**config.mk**
```make
export PLATFORM = sky130hd
export DESIGN_NAME = dcscb_ctrl
export DESIGN_NICKNAME = d
export VERILOG_FILES = /design/src/rtl/dcscb_pkg.sv /design/src/rtl/dcscb_sync2.sv /design/src/rtl/dcscb_ctrl.sv
export SDC_FILE = /design/constraint.sdc
export NUM_CORES = 1
export LEC_CHECK = 0
export ABC_AREA = 1
export BUFFER_PORTS_ARGS = -buffer_cell sky130_fd_sc_hd__buf_2
export CELL_PAD_IN_SITES_DETAIL_PLACEMENT = 0
export CELL_PAD_IN_SITES_GLOBAL_PLACEMENT = 2
export CORE_MARGIN = 1
export CORE_UTILIZATION = 27
export DETAILED_ROUTE_END_ITERATION = 12
export PLACE_DENSITY = 0.79
export SKIP_LAST_GASP = 1
export SLEW_MARGIN = 10
export SYNTH_ARGS = -nofsm -noshare
export SYNTH_HDL_FRONTEND = slang
export SYNTH_HIERARCHICAL = 1
export SYNTH_SLANG_ARGS = --single-unit
```
**constraint.sdc**
```tcl
create_clock -name mclk -period 1.7 [get_ports mclk]
set_clock_uncertainty 0.2 [all_clocks]
set_input_delay 0 -clock mclk [delete_from_list [all_inputs] [get_ports mclk]]
set_output_delay 0 -clock mclk [all_outputs]
set_load 0.1 [all_outputs]
```
**src/rtl/dcscb_pkg.sv**
```systemverilog
// Behaviour
// - A write-through store that hits an M, E or S line updates the cache copy and also issues a write-with-flush transfer (00010) with the page attributes.
// - A write-through, coherence-required store that misses writes only to memory with write-with-flush and never allocates or fills the line.
// - A store-conditional to a cacheable write-back page that misses with the reservation held issues an atomic read-for-ownership (11110), then clears the reservation, reports success, writes the data and marks the line modified.
// - A store-conditional with a held reservation that hits a shared write-back line broadcasts a kill (01100), waits for it to complete without retry, then clears the reservation, reports, writes and marks modified.
// - A store-conditional with a held reservation to a caching-inhibited page issues an atomic write-with-flush (10010) to memory, then clears the reservation and reports, flagging a valid line there as inconsistent.
// - A store-conditional to a write-through page raises a data access exception and starts no bus transaction.
package dcscb_pkg;
  // line coherence states
  typedef enum logic [1:0] {
    DCSCB_INV = 2'b00,
    DCSCB_SHR = 2'b01,
    DCSCB_EXC = 2'b10,
    DCSCB_MOD = 2'b11
  } dcscb_mesi_type;

  // bus transfer type codes
  localparam logic [4:0] TT_WRITE_FLUSH = 5'h02;
  localparam logic [4:0] TT_KILL = 5'h0C;
  localparam logic [4:0] TT_READ_OWN_ATOMIC = 5'h1E;
  localparam logic [4:0] TT_WRITE_FLUSH_ATOMIC = 5'h12;
  localparam logic [4:0] TT_NONE = 5'h00;

  // page attribute bit positions (write-through, inhibited, coherent)
  localparam int ATTR_W_BIT = 2;
  localparam int ATTR_I_BIT = 1;
  localparam int ATTR_M_BIT = 0;

  // reset values
  localparam logic RSV_RESET = 1'b0;
endpackage

```
**src/rtl/dcscb_sync2.sv**
```systemverilog
`timescale 1ns/1ps
module dcscb_sync2 #(
  parameter int WIDTH = 1
) (
  // clock and reset
  input wire logic mclk,
  input wire logic rst_b,
  // level in and out
  input wire logic [WIDTH-1:0] async,
  output logic [WIDTH-1:0] sync
);
  logic [WIDTH-1:0] meta_q;
  logic [WIDTH-1:0] meta_d;
  logic [WIDTH-1:0] sync_q;
  logic [WIDTH-1:0] sync_d;

  if (WIDTH < 1) begin : g_width_check
    $error("dcscb_sync2 width must be at least one");
  end

  always_comb begin
    meta_d = async;
    sync_d = meta_q;
  end

  always_ff @(posedge mclk) begin
    if (!rst_b) begin
      meta_q <= '0;
      sync_q <= '0;
    end else begin
      meta_q <= meta_d;
      sync_q <= sync_d;
    end
  end

  assign sync = sync_q;
endmodule

```
**src/rtl/dcscb_ctrl.sv**
```systemverilog
`timescale 1ns/1ps
module dcscb_ctrl (
  // clock and reset
  input wire logic mclk,
  input wire logic rst_b,
  // request from the load/store unit
  input wire logic reqValid,
  input wire logic reqIsStcx,
  input wire logic [2:0] pageStorageAttributes,
  input wire logic [1:0] lineState,
  output logic reqBusy,
  // answer to the load/store unit
  output logic doneValid,
  output logic condSuccess,
  output logic condValid,
  output logic dataAccessExc,
  output logic paradoxFlag,
  // cache array update
  output logic cacheWrite,
  output logic [1:0] cacheNewState,
  output logic cacheUpdate,
  // reservation
  input wire logic rsvSet,
  output logic rsvHeld,
  // system bus (pins)
  output logic busReq,
  output logic [4:0] busTransferType,
  output logic [2:0] busAttr,
  input wire logic busAckPin,
  input wire logic snoopAddressRetryPin,
  input wire logic snoopSharedHitPin
);
  typedef enum logic [1:0] {
    ST_IDLE = 2'b00,
    ST_BUS = 2'b01,
    ST_DONE = 2'b10
  } dcscb_state_type;

  logic [2:0] pinSync;
  logic busAck;
  logic snoopRetry;
  logic snoopShared;

  dcscb_sync2 #(.WIDTH(3)) u_sync (
    .mclk(mclk),
    .rst_b(rst_b),
    .async({busAckPin, snoopAddressRetryPin, snoopSharedHitPin}),
    .sync(pinSync)
  );
  assign busAck = pinSync[2];
  assign snoopRetry = pinSync[1];
  // shared alone changes nothing for these stores
  assign snoopShared = pinSync[0];

  dcscb_state_type state_q, state_d;
  logic rsv_q, rsv_d;
  logic busReq_q, busReq_d;
  logic [4:0] tt_q, tt_d;
  logic [2:0] attr_q, attr_d;
  logic isStcx_q, isStcx_d;
  logic [1:0] line_q, line_d;
  logic done_q, done_d;
  logic cond_q, cond_d;
  logic condV_q, condV_d;
  logic exc_q, exc_d;
  logic par_q, par_d;
  logic cw_q, cw_d;
  logic cu_q, cu_d;
  logic [1:0] ns_q, ns_d;
  logic busy_q, busy_d;

  logic wt, ci, hit;
  assign wt = pageStorageAttributes[dcscb_pkg::ATTR_W_BIT];
  assign ci = pageStorageAttributes[dcscb_pkg::ATTR_I_BIT];
  assign hit = lineState != dcscb_pkg::DCSCB_INV;

  always_comb begin
    state_d = state_q;
    rsv_d = rsv_q | rsvSet;
    busReq_d = busReq_q;
    tt_d = tt_q;
    attr_d = attr_q;
    isStcx_d = isStcx_q;
    line_d = line_q;
    done_d = 1'b0;
    cond_d = cond_q;
    condV_d = 1'b0;
    exc_d = 1'b0;
    par_d = 1'b0;
    cw_d = 1'b0;
    cu_d = 1'b0;
    ns_d = ns_q;
    case (state_q)
      ST_IDLE: begin
        if (reqValid && !busy_q) begin
          attr_d = pageStorageAttributes;
          isStcx_d = reqIsStcx;
          line_d = lineState;
          if (reqIsStcx && wt) begin
            exc_d = 1'b1;
            done_d = 1'b1;
          end else if (reqIsStcx && !rsv_q) begin
            cond_d = 1'b0;
            condV_d = 1'b1;
            done_d = 1'b1;
            par_d = ci && hit;
          end else if (reqIsStcx && ci) begin
            tt_d = dcscb_pkg::TT_WRITE_FLUSH_ATOMIC;
            par_d = hit;
            busReq_d = 1'b1;
            state_d = ST_BUS;
          end else if (reqIsStcx && !hit) begin
            tt_d = dcscb_pkg::TT_READ_OWN_ATOMIC;
            busReq_d = 1'b1;
            state_d = ST_BUS;
          end else if (reqIsStcx && lineState == dcscb_pkg::DCSCB_SHR) begin
            tt_d = dcscb_pkg::TT_KILL;
            busReq_d = 1'b1;
            state_d = ST_BUS;
          end else if (reqIsStcx) begin
            // a reserve arriving now wins over the clear
            rsv_d = rsvSet;
            cond_d = 1'b1;
            condV_d = 1'b1;
            cw_d = 1'b1;
            cu_d = 1'b1;
            ns_d = dcscb_pkg::DCSCB_MOD;
            done_d = 1'b1;
          end else begin
            // plain write-through store, hit or miss
            tt_d = dcscb_pkg::TT_WRITE_FLUSH;
            busReq_d = 1'b1;
            state_d = ST_BUS;
          end
        end
      end
      ST_BUS: begin
        if (busAck) begin
          busReq_d = 1'b0;
          state_d = ST_DONE;
          if (snoopRetry) begin
            // reservation untouched; requester must reissue
            state_d = ST_IDLE;
          end else if (!isStcx_q) begin
            // plain store: a hit writes the cached copy, a miss goes to memory only, no allocate
            cw_d = line_q != dcscb_pkg::DCSCB_INV;
            ns_d = line_q;
          end else begin
            rsv_d = rsvSet;
            cond_d = 1'b1;
            condV_d = 1'b1;
            cw_d = !attr_q[dcscb_pkg::ATTR_I_BIT];
            cu_d = !attr_q[dcscb_pkg::ATTR_I_BIT];
            ns_d = dcscb_pkg::DCSCB_MOD;
          end
        end
      end
      ST_DONE: begin
        done_d = 1'b1;
        state_d = ST_IDLE;
      end
      default: begin
        state_d = ST_IDLE;
      end
    endcase
    // a stale synced ack would end the next transfer at once
    busy_d = (state_d != ST_IDLE) || busAck;
  end

  always_ff @(posedge mclk) begin
    if (!rst_b) begin
      state_q <= ST_IDLE;
      rsv_q <= dcscb_pkg::RSV_RESET;
      busReq_q <= 1'b0;
      tt_q <= dcscb_pkg::TT_NONE;
      attr_q <= 3'h0;
      isStcx_q <= 1'b0;
      line_q <= 2'h0;
      done_q <= 1'b0;
      cond_q <= 1'b0;
      condV_q <= 1'b0;
      exc_q <= 1'b0;
      par_q <= 1'b0;
      cw_q <= 1'b0;
      cu_q <= 1'b0;
      ns_q <= 2'h0;
      busy_q <= 1'b0;
    end else begin
      state_q <= state_d;
      rsv_q <= rsv_d;
      busReq_q <= busReq_d;
      tt_q <= tt_d;
      attr_q <= attr_d;
      isStcx_q <= isStcx_d;
      line_q <= line_d;
      done_q <= done_d;
      cond_q <= cond_d;
      condV_q <= condV_d;
      exc_q <= exc_d;
      par_q <= par_d;
      cw_q <= cw_d;
      cu_q <= cu_d;
      ns_q <= ns_d;
      busy_q <= busy_d;
    end
  end

  assign reqBusy = busy_q;
  assign doneValid = done_q;
  assign condSuccess = cond_q;
  assign condValid = condV_q;
  assign dataAccessExc = exc_q;
  assign paradoxFlag = par_q;
  assign cacheWrite = cw_q;
  assign cacheUpdate = cu_q;
  assign cacheNewState = ns_q;
  assign rsvHeld = rsv_q;
  assign busReq = busReq_q;
  assign busTransferType = tt_q;
  assign busAttr = attr_q;

  property p_exc_no_bus;
    @(posedge mclk) disable iff (!rst_b)
      (!busy_q && reqValid && reqIsStcx && wt)
      |=> (dataAccessExc && !busReq);
  endproperty
  a_exc_no_bus: assert property (p_exc_no_bus)
    else $error("write-through conditional store reached the bus");

  property p_retry_keeps_rsv;
    @(posedge mclk) disable iff (!rst_b)
      (state_q == ST_BUS && busAck && snoopRetry && !rsvSet)
      |=> ($stable(rsv_q) && !busReq && !condValid);
  endproperty
  a_retry_keeps_rsv: assert property (p_retry_keeps_rsv)
    else $error("retry changed reservation or kept bus");

  property p_stcx_success_clears;
    @(posedge mclk) disable iff (!rst_b)
      (state_q == ST_BUS && busAck && !snoopRetry && isStcx_q)
      |=> (rsv_q == $past(rsvSet) && condSuccess && condValid) ##1 doneValid;
  endproperty
  a_stcx_success_clears: assert property (p_stcx_success_clears)
    else $error("conditional store did not clear reservation");

  property p_kill_type;
    @(posedge mclk) disable iff (!rst_b)
      (!busy_q && reqValid && reqIsStcx && rsv_q && !wt && !ci
       && lineState == dcscb_pkg::DCSCB_SHR)
      |=> (busReq && busTransferType == 5'h0C);
  endproperty
  a_kill_type: assert property (p_kill_type)
    else $error("shared hit conditional store did not kill");

  property p_ci_type;
    @(posedge mclk) disable iff (!rst_b)
      (!busy_q && reqValid && reqIsStcx && rsv_q && !wt && ci)
      |=> (busReq && busTransferType == 5'h12);
  endproperty
  a_ci_type: assert property (p_ci_type)
    else $error("inhibited conditional store wrong transfer");

  property p_wt_store;
    @(posedge mclk) disable iff (!rst_b)
      (!busy_q && reqValid && !reqIsStcx)
      |=> (busReq && busTransferType == 5'h02);
  endproperty
  a_wt_store: assert property (p_wt_store)
    else $error("write-through store did not write with flush");

  property p_miss_no_fill;
    @(posedge mclk) disable iff (!rst_b)
      (state_q == ST_BUS && busAck && !isStcx_q
       && line_q == dcscb_pkg::DCSCB_INV) |=> !cacheWrite && !cacheUpdate;
  endproperty
  a_miss_no_fill: assert property (p_miss_no_fill)
    else $error("write-through miss allocated a line");

  property p_miss_own;
    @(posedge mclk) disable iff (!rst_b)
      (!busy_q && reqValid && reqIsStcx && rsv_q && !wt && !ci
       && lineState == dcscb_pkg::DCSCB_INV)
      |=> (busReq && busTransferType == 5'h1E);
  endproperty
  a_miss_own: assert property (p_miss_own)
    else $error("conditional miss did not read for ownership");

  property p_retry_shared;
    @(posedge mclk) disable iff (!rst_b)
      (state_q == ST_BUS && busAck && snoopRetry && snoopShared)
      |=> ((!busReq && !doneValid && !condValid) ##1 !doneValid);
  endproperty
  a_retry_shared: assert property (p_retry_shared)
    else $error("retry with shared did not release the bus");
endmodule

```
# After elaboration in Yosys (flattened, before gate mapping)
# Index checks and enable logic that the tools add are counted.
dict set report word_totals {
  out_inout_bits 20
  in_bits 13
  ramBits 0
  regBits 31
  romBits 0
  n_memories 0
  latch_bits 0
}
dict set report classes {
  mux 84
  div 0
  bitwise_logic 6
  order_cmp 0
  n_addsub 0
  reduce_logical 24
  shift 0
  n_mul 0
  n_eq_ne 19
}
# op n
set op_table {}
lappend op_table {{1-bit two-way mux} 52}
lappend op_table {{2-bit two-way mux} 19}
lappend op_table {{5-bit two-way mux} 4}
lappend op_table {{10-bit AND reduction} 2}
lappend op_table {{2-bit inequality test (second input constant)} 9}
lappend op_table {{1-bit case mux with 2 select lines} 7}
lappend op_table {{3-bit inequality test (second input constant)} 4}
lappend op_table {{2-bit case mux with 2 select lines} 2}
lappend op_table {{2-bit nonzero test} 4}
lappend op_table {{1-bit logical AND} 7}
lappend op_table {{6-bit AND reduction} 1}
lappend op_table {{5-bit inequality test (second input constant)} 1}
lappend op_table {{1-bit NOT} 5}
lappend op_table {{5-bit AND reduction} 1}
lappend op_table {{2-bit by 1-bit == test with 1-bit output (second input constant)} 2}
lappend op_table {{1-bit zero test} 4}
lappend op_table {{4-bit by 1-bit inequality test with 1-bit output (second input constant)} 1}
lappend op_table {{4-bit OR reduction} 1}
lappend op_table {{3-bit AND reduction} 1}
lappend op_table {{2-bit == test (second input constant)} 1}
lappend op_table {{2-bit zero test} 1}
lappend op_table {{2-bit by 1-bit inequality test with 1-bit output (second input constant)} 1}
lappend op_table {{2-bit AND reduction} 1}
lappend op_table {{1-bit logical OR} 1}
lappend op_table {{1-bit bitwise OR} 1}

# Depth between registers and ports, before layout
dict set report depth {
  word_depth 11
  ltp_mapped 9
}

# By module
# The synthesis kept the hierarchy.
# module n_inst area_each_um2 cells_per_inst
set by_module_without_submodules {}
lappend by_module_without_submodules {dcscb_ctrl 1 1013.5 148}
lappend by_module_without_submodules {dcscb_sync2 1 165.2 18}

# Worst setup path before layout
# Ideal clock, no wire load.
dict set report synth_timing {
  path_type {register -> register}
  from {register rsv_q, in the netlist rsvHeld}
  to {register tt_q[4], in the netlist busTransferType[4]}
  required_ps 1383
  n_path_buf 0
  stages_incl_launch_ff 10
  setup_ps 117
  setup_slack_ps -268
  arrival_ps 1651
  cell_sequence {dfxtp_1 -> inv_1 -> nand2_1 -> nand2_1 -> inv_1 -> nand2_1 -> nor2_4 -> nand2_1 -> nand2_1 -> nor2_1}
}
dict set report synth_via {
  elab_chain_len 4
}
# item line_no
set synth_rtl {}
lappend synth_rtl {{from (decl)} dcscb_ctrl.sv:56} ;# logic rsv_q, rsv_d;
lappend synth_rtl {{from (signal assigned)} dcscb_ctrl.sv:173} ;# rsv_q <= dcscb_pkg::RSV_RESET;
lappend synth_rtl {{from (signal assigned)} dcscb_ctrl.sv:190} ;# rsv_q <= rsv_d;
lappend synth_rtl {{1-bit zero test} dcscb_ctrl.sv:102} ;# end else if (reqIsStcx && !rsv_q) begin
lappend synth_rtl {{1-bit logical AND} dcscb_ctrl.sv:102}
lappend synth_rtl {{1-bit NOT (no line)} -}
lappend synth_rtl {{5-bit AND reduction (no line)} -}
lappend synth_rtl {{to (signal assigned)} dcscb_ctrl.sv:175} ;# tt_q <= dcscb_pkg::TT_NONE;
lappend synth_rtl {{to (signal assigned)} dcscb_ctrl.sv:192} ;# tt_q <= tt_d;
lappend synth_rtl {{to (decl)} dcscb_ctrl.sv:58} ;# logic [4:0] tt_q, tt_d;
# Every way passes these cells.
# A chain may end at the register's enable or synchronous reset.

# Worst setup path after layout
dict set report layout_timing {
  from {input port rst_b}
  to {register u_sync.meta_q[1]}
}
# item line_no
set layout_rtl {}
lappend layout_rtl {{from (decl)} dcscb_ctrl.sv:5} ;# input wire logic rst_b,
lappend layout_rtl {{to (signal assigned)} dcscb_sync2.sv:31} ;# meta_q <= meta_d;
lappend layout_rtl {{to (decl)} dcscb_sync2.sv:12} ;# logic [WIDTH-1:0] meta_q;
# No word-level cell between the ends.

==> flow_results.xml <==
<?xml version="1.0" encoding="UTF-8"?>
<metrics>
  <group name="timing">
    <metric name="timing.fmax" unit="GHz">0.660</metric>
    <metric name="report.final.slew_viol_count" unit="">0</metric>
    <metric name="final_min_period_over_clock_period" unit="">0.891</metric>
    <metric name="unrepaired_setup_endpoints_after_global_routing" unit="">false</metric>
    <metric name="worst_hold_slack" unit="ps">220</metric>
    <metric name="timing.final.setup_violations" unit="">0</metric>
    <metric name="finalWorstSetupSlack" unit="ps">185</metric>
    <metric name="finalCriticalPeriod" unit="ps">1510</metric>
    <metric name="hold_violations" unit="">0</metric>
    <metric name="timing.setup.tns" unit="ps">0</metric>
  </group>
  <group name="worst_setup_path">
    <metric name="cpLargestDelayFamily" unit="">buffers and inverters</metric>
    <metric name="critPathLaunchType" unit="">primary input</metric>
    <metric name="crit_path_cell_trace" unit="">dlygate4sd3_1 &gt; buf_2 &gt; buf_4 &gt; nand2_1 &gt; dlygate4sd3_1 &gt; inv_1</metric>
    <metric name="cp.required" unit="ps">1680</metric>
    <metric name="worst_path_most_repeated_cell" unit="">sky130_fd_sc_hd__dlygate4sd3_1</metric>
    <metric name="slowest_stage" unit="">sky130_fd_sc_hd__dlygate4sd3_1</metric>
    <metric name="timing.rr.end" unit="">condSuccess$_SDFFE_PN0P_</metric>
    <metric name="crit-reg2reg-launch" unit="">state_q[0]$_SDFF_PN0_</metric>
    <metric name="crit_buf_inv" unit="">5</metric>
    <metric name="critical_path_class" unit="">in2reg</metric>
    <metric name="critical_path.max_fanout" unit="">19</metric>
    <metric name="worst_setup_path_startpoint" unit="">rst_b</metric>
    <metric name="r2r_setup_slack" unit="ps">200</metric>
    <metric name="worst_r2r_path_depth" unit="">6</metric>
    <metric name="cpPeakStageDelay" unit="ps">530</metric>
    <metric name="cp.arrival" unit="ps">1500</metric>
    <metric name="critPathCaptureType" unit="">flop</metric>
  </group>
  <group name="power">
    <metric name="total_leakage_power" unit="uW">0.000756</metric>
    <metric name="power.share.combinational" unit="">0.312</metric>
    <metric name="sequentialPowerShare" unit="">0.451</metric>
    <metric name="p_switching" unit="uW">614</metric>
    <metric name="power.share.switching" unit="">0.392</metric>
    <metric name="clkPwrFrac" unit="">0.237</metric>
    <metric name="internal_power" unit="uW">953</metric>
    <metric name="worst_ir_drop_on_vdd" unit="V">0.000333</metric>
    <metric name="p_per_area" unit="mW/mm^2">1030</metric>
  </group>
  <group name="finish">
    <metric name="multi_input_comb_area" unit="sq um">485</metric>
    <metric name="seq_area" unit="sq um">543</metric>
    <metric name="postLayoutCellArea" unit="sq mm">0.00152</metric>
    <metric name="post-route-util" unit="">0.380</metric>
    <metric name="final_nets" unit="">221</metric>
    <metric name="mostFrequentLayoutCells" unit="">sky130_fd_sc_hd__nor2_1 (36), sky130_fd_sc_hd__nand2_1 (30), sky130_fd_sc_hd__buf_2 (30), sky130_fd_sc_hd__dfxtp_1 (25), sky130_fd_sc_hd__inv_1 (18)</metric>
    <metric name="final_common_cell" unit="">sky130_fd_sc_hd__nor2_1</metric>
    <metric name="fillers" unit="">431</metric>
    <metric name="drive_above_1_share" unit="">0.208</metric>
    <metric name="syn_to_final_growth" unit="%">35.4</metric>
    <metric name="insertedDiodeCount" unit="">0</metric>
  </group>
  <group name="global_routing">
    <metric name="track_usage" unit="">0.148</metric>
    <metric name="first_global_vias" unit="">1095</metric>
    <metric name="largest_net_degree_at_the_start_of_global_routing" unit="">20</metric>
    <metric name="global_route.overflow_total" unit="">0</metric>
    <metric name="grt_first_pass_wirelength" unit="um">4890</metric>
    <metric name="grt_antenna_before_repair" unit="">0</metric>
  </group>
  <group name="synth">
    <metric name="syn-cell-area" unit="sq mm">0.00112</metric>
    <metric name="yosysWarnings" unit="">6</metric>
    <metric name="synth.avg_cell_area" unit="sq um">7.02</metric>
    <metric name="syn_nets" unit="">173</metric>
    <metric name="postSynthCellCount" unit="">160</metric>
  </group>
  <group name="clock_tree">
    <metric name="cts_inserted_buffers" unit="">3</metric>
    <metric name="root_buffer" unit="">sky130_fd_sc_hd__clkbuf_8</metric>
    <metric name="cts_sinks" unit="">27</metric>
    <metric name="post-cts-setup-buffers" unit="">0</metric>
    <metric name="clockBufferDepth" unit="">2</metric>
    <metric name="register_clock_pin_slew_on_the_reported_worst_setup_and_hold_paths" unit="ps">90</metric>
    <metric name="tritoncts" unit="">built</metric>
    <metric name="cts_htree_levels" unit="">1</metric>
    <metric name="worstSkewPairLatency" unit="ps">270</metric>
  </group>
  <group name="detailed_routing">
    <metric name="wire_length_on_met2" unit="um">1310</metric>
    <metric name="drt-vias-per-instance" unit="">4.46</metric>
    <metric name="drt-total-wl" unit="um">2890</metric>
    <metric name="routed.top_layer" unit="">met4</metric>
    <metric name="route.detailed.wl_per_inst" unit="um">11.2</metric>
    <metric name="drt-met1-wl" unit="um">1380</metric>
    <metric name="initialDrtViolationCount" unit="">52</metric>
    <metric name="met3_wirelength" unit="um">165</metric>
    <metric name="detail-route-antenna-nets" unit="">0</metric>
    <metric name="detailroute.via_count" unit="">1147</metric>
    <metric name="drtPass1Iterations" unit="">4</metric>
    <metric name="remaining_drc_errors" unit="">0</metric>
  </group>
  <group name="min_path">
    <metric name="hold_path_depth" unit="">2</metric>
    <metric name="hold_class" unit="">reg2reg</metric>
    <metric name="hold_end" unit="">u_sync/sync[1]$_SDFF_PN0_</metric>
    <metric name="timing.hold.worst.start" unit="">u_sync/meta_q[1]$_SDFF_PN0_</metric>
  </group>
  <group name="placed_design">
    <metric name="post-place-ws" unit="ps">198</metric>
    <metric name="placement.io_buffers" unit="">30</metric>
    <metric name="globalplace.congestion" unit="">0.818</metric>
    <metric name="dp.final_hpwl" unit="um">2180</metric>
    <metric name="detailed_place.area" unit="sq mm">0.00134</metric>
  </group>
  <group name="run">
    <metric name="cap_violations" unit="">0</metric>
  </group>
  <group name="status">
    <metric name="status" unit="">finished clean</metric>
  </group>
  <group name="floorplanning">
    <metric name="die_area" unit="sq mm">0.00442</metric>
    <metric name="pin_count" unit="">33</metric>
    <metric name="placeableCoreArea" unit="sq mm">0.00400</metric>
    <metric name="dieHeight" unit="um">66.5</metric>
    <metric name="rows" unit="">23</metric>
    <metric name="start_util" unit="">0.281</metric>
    <metric name="floorplan.die.width" unit="um">66.5</metric>
  </group>
</metrics>
==> layer usage <==
| layer | vias up | GRT usage |
|---|---|---|
| met5 | - | 0 |
| met4 | 0 | 0.0479 |
| met3 | 5 | 0.0291 |
| met2 | 32 | 0.239 |
| met1 | 512 | 0.196 |
| li1 | 598 | - |
==> worst max path at each step <==
stage	cells past startpoint	end	slack (ps)
floorplan	9	busTransferType[4]$_SDFFE_PN0P_	60
global placement	6	condSuccess$_SDFFE_PN0P_	260
detailed placement	6	condSuccess$_SDFFE_PN0P_	200
CTS	6	condSuccess$_SDFFE_PN0P_	170
global route	9	reqBusy$_SDFF_PN0_	40
finish	6	u_sync/meta_q[1]$_SDFF_PN0_	190
==> power groups by stage <==
stage	Sequential [uW]	Combinational [uW]	Clock [uW]
finish	706	490	371
CTS	707	492	389
global route	714	525	409
global placement	721	467	0
detailed placement	722	468	0
floorplan	940	158	0
==> through the flow <==
step / power, uW / std cells
detailed placement: 1190 / 240
floorplan: 1100 / 160
CTS: 1590 / 257
global route: 1650 / 257
finish: 1570 / 257
global placement: 1190 / 240
==> flip-flops by register name (all words and copies together) (netlist names), 2 cells and up <==
register	flops
state_q	2
busTransferType	3
u_sync/sync	2
line_q	2
cacheNewState	2
u_sync/meta_q	2
busAttr	3
==> timing repair <==
item,4_1_cts,5_1_grt
endpoints found under the hold margin,27,0
gates resized for setup,0,0
hold buffers,13,0
==> cell type report <==
type | count | share of cell area
clock buffer | 3 | 0.0271
timing repair buffer | 47 | 0.204
sequential | 27 | 0.357
tap | 50 | 0.0411
clock inverter | 1 | 0.00493
inverter | 19 | 0.0469
multi-input combinational | 110 | 0.319
==> worst min-delay path, cell delays in order (launching register included) <==
cell and delay (ps):
sky130_fd_sc_hd__dfxtp_1 320, sky130_fd_sc_hd__nand2_1 40, sky130_fd_sc_hd__inv_1 40
No activity file was read; power rests on OpenSTA's default activity.
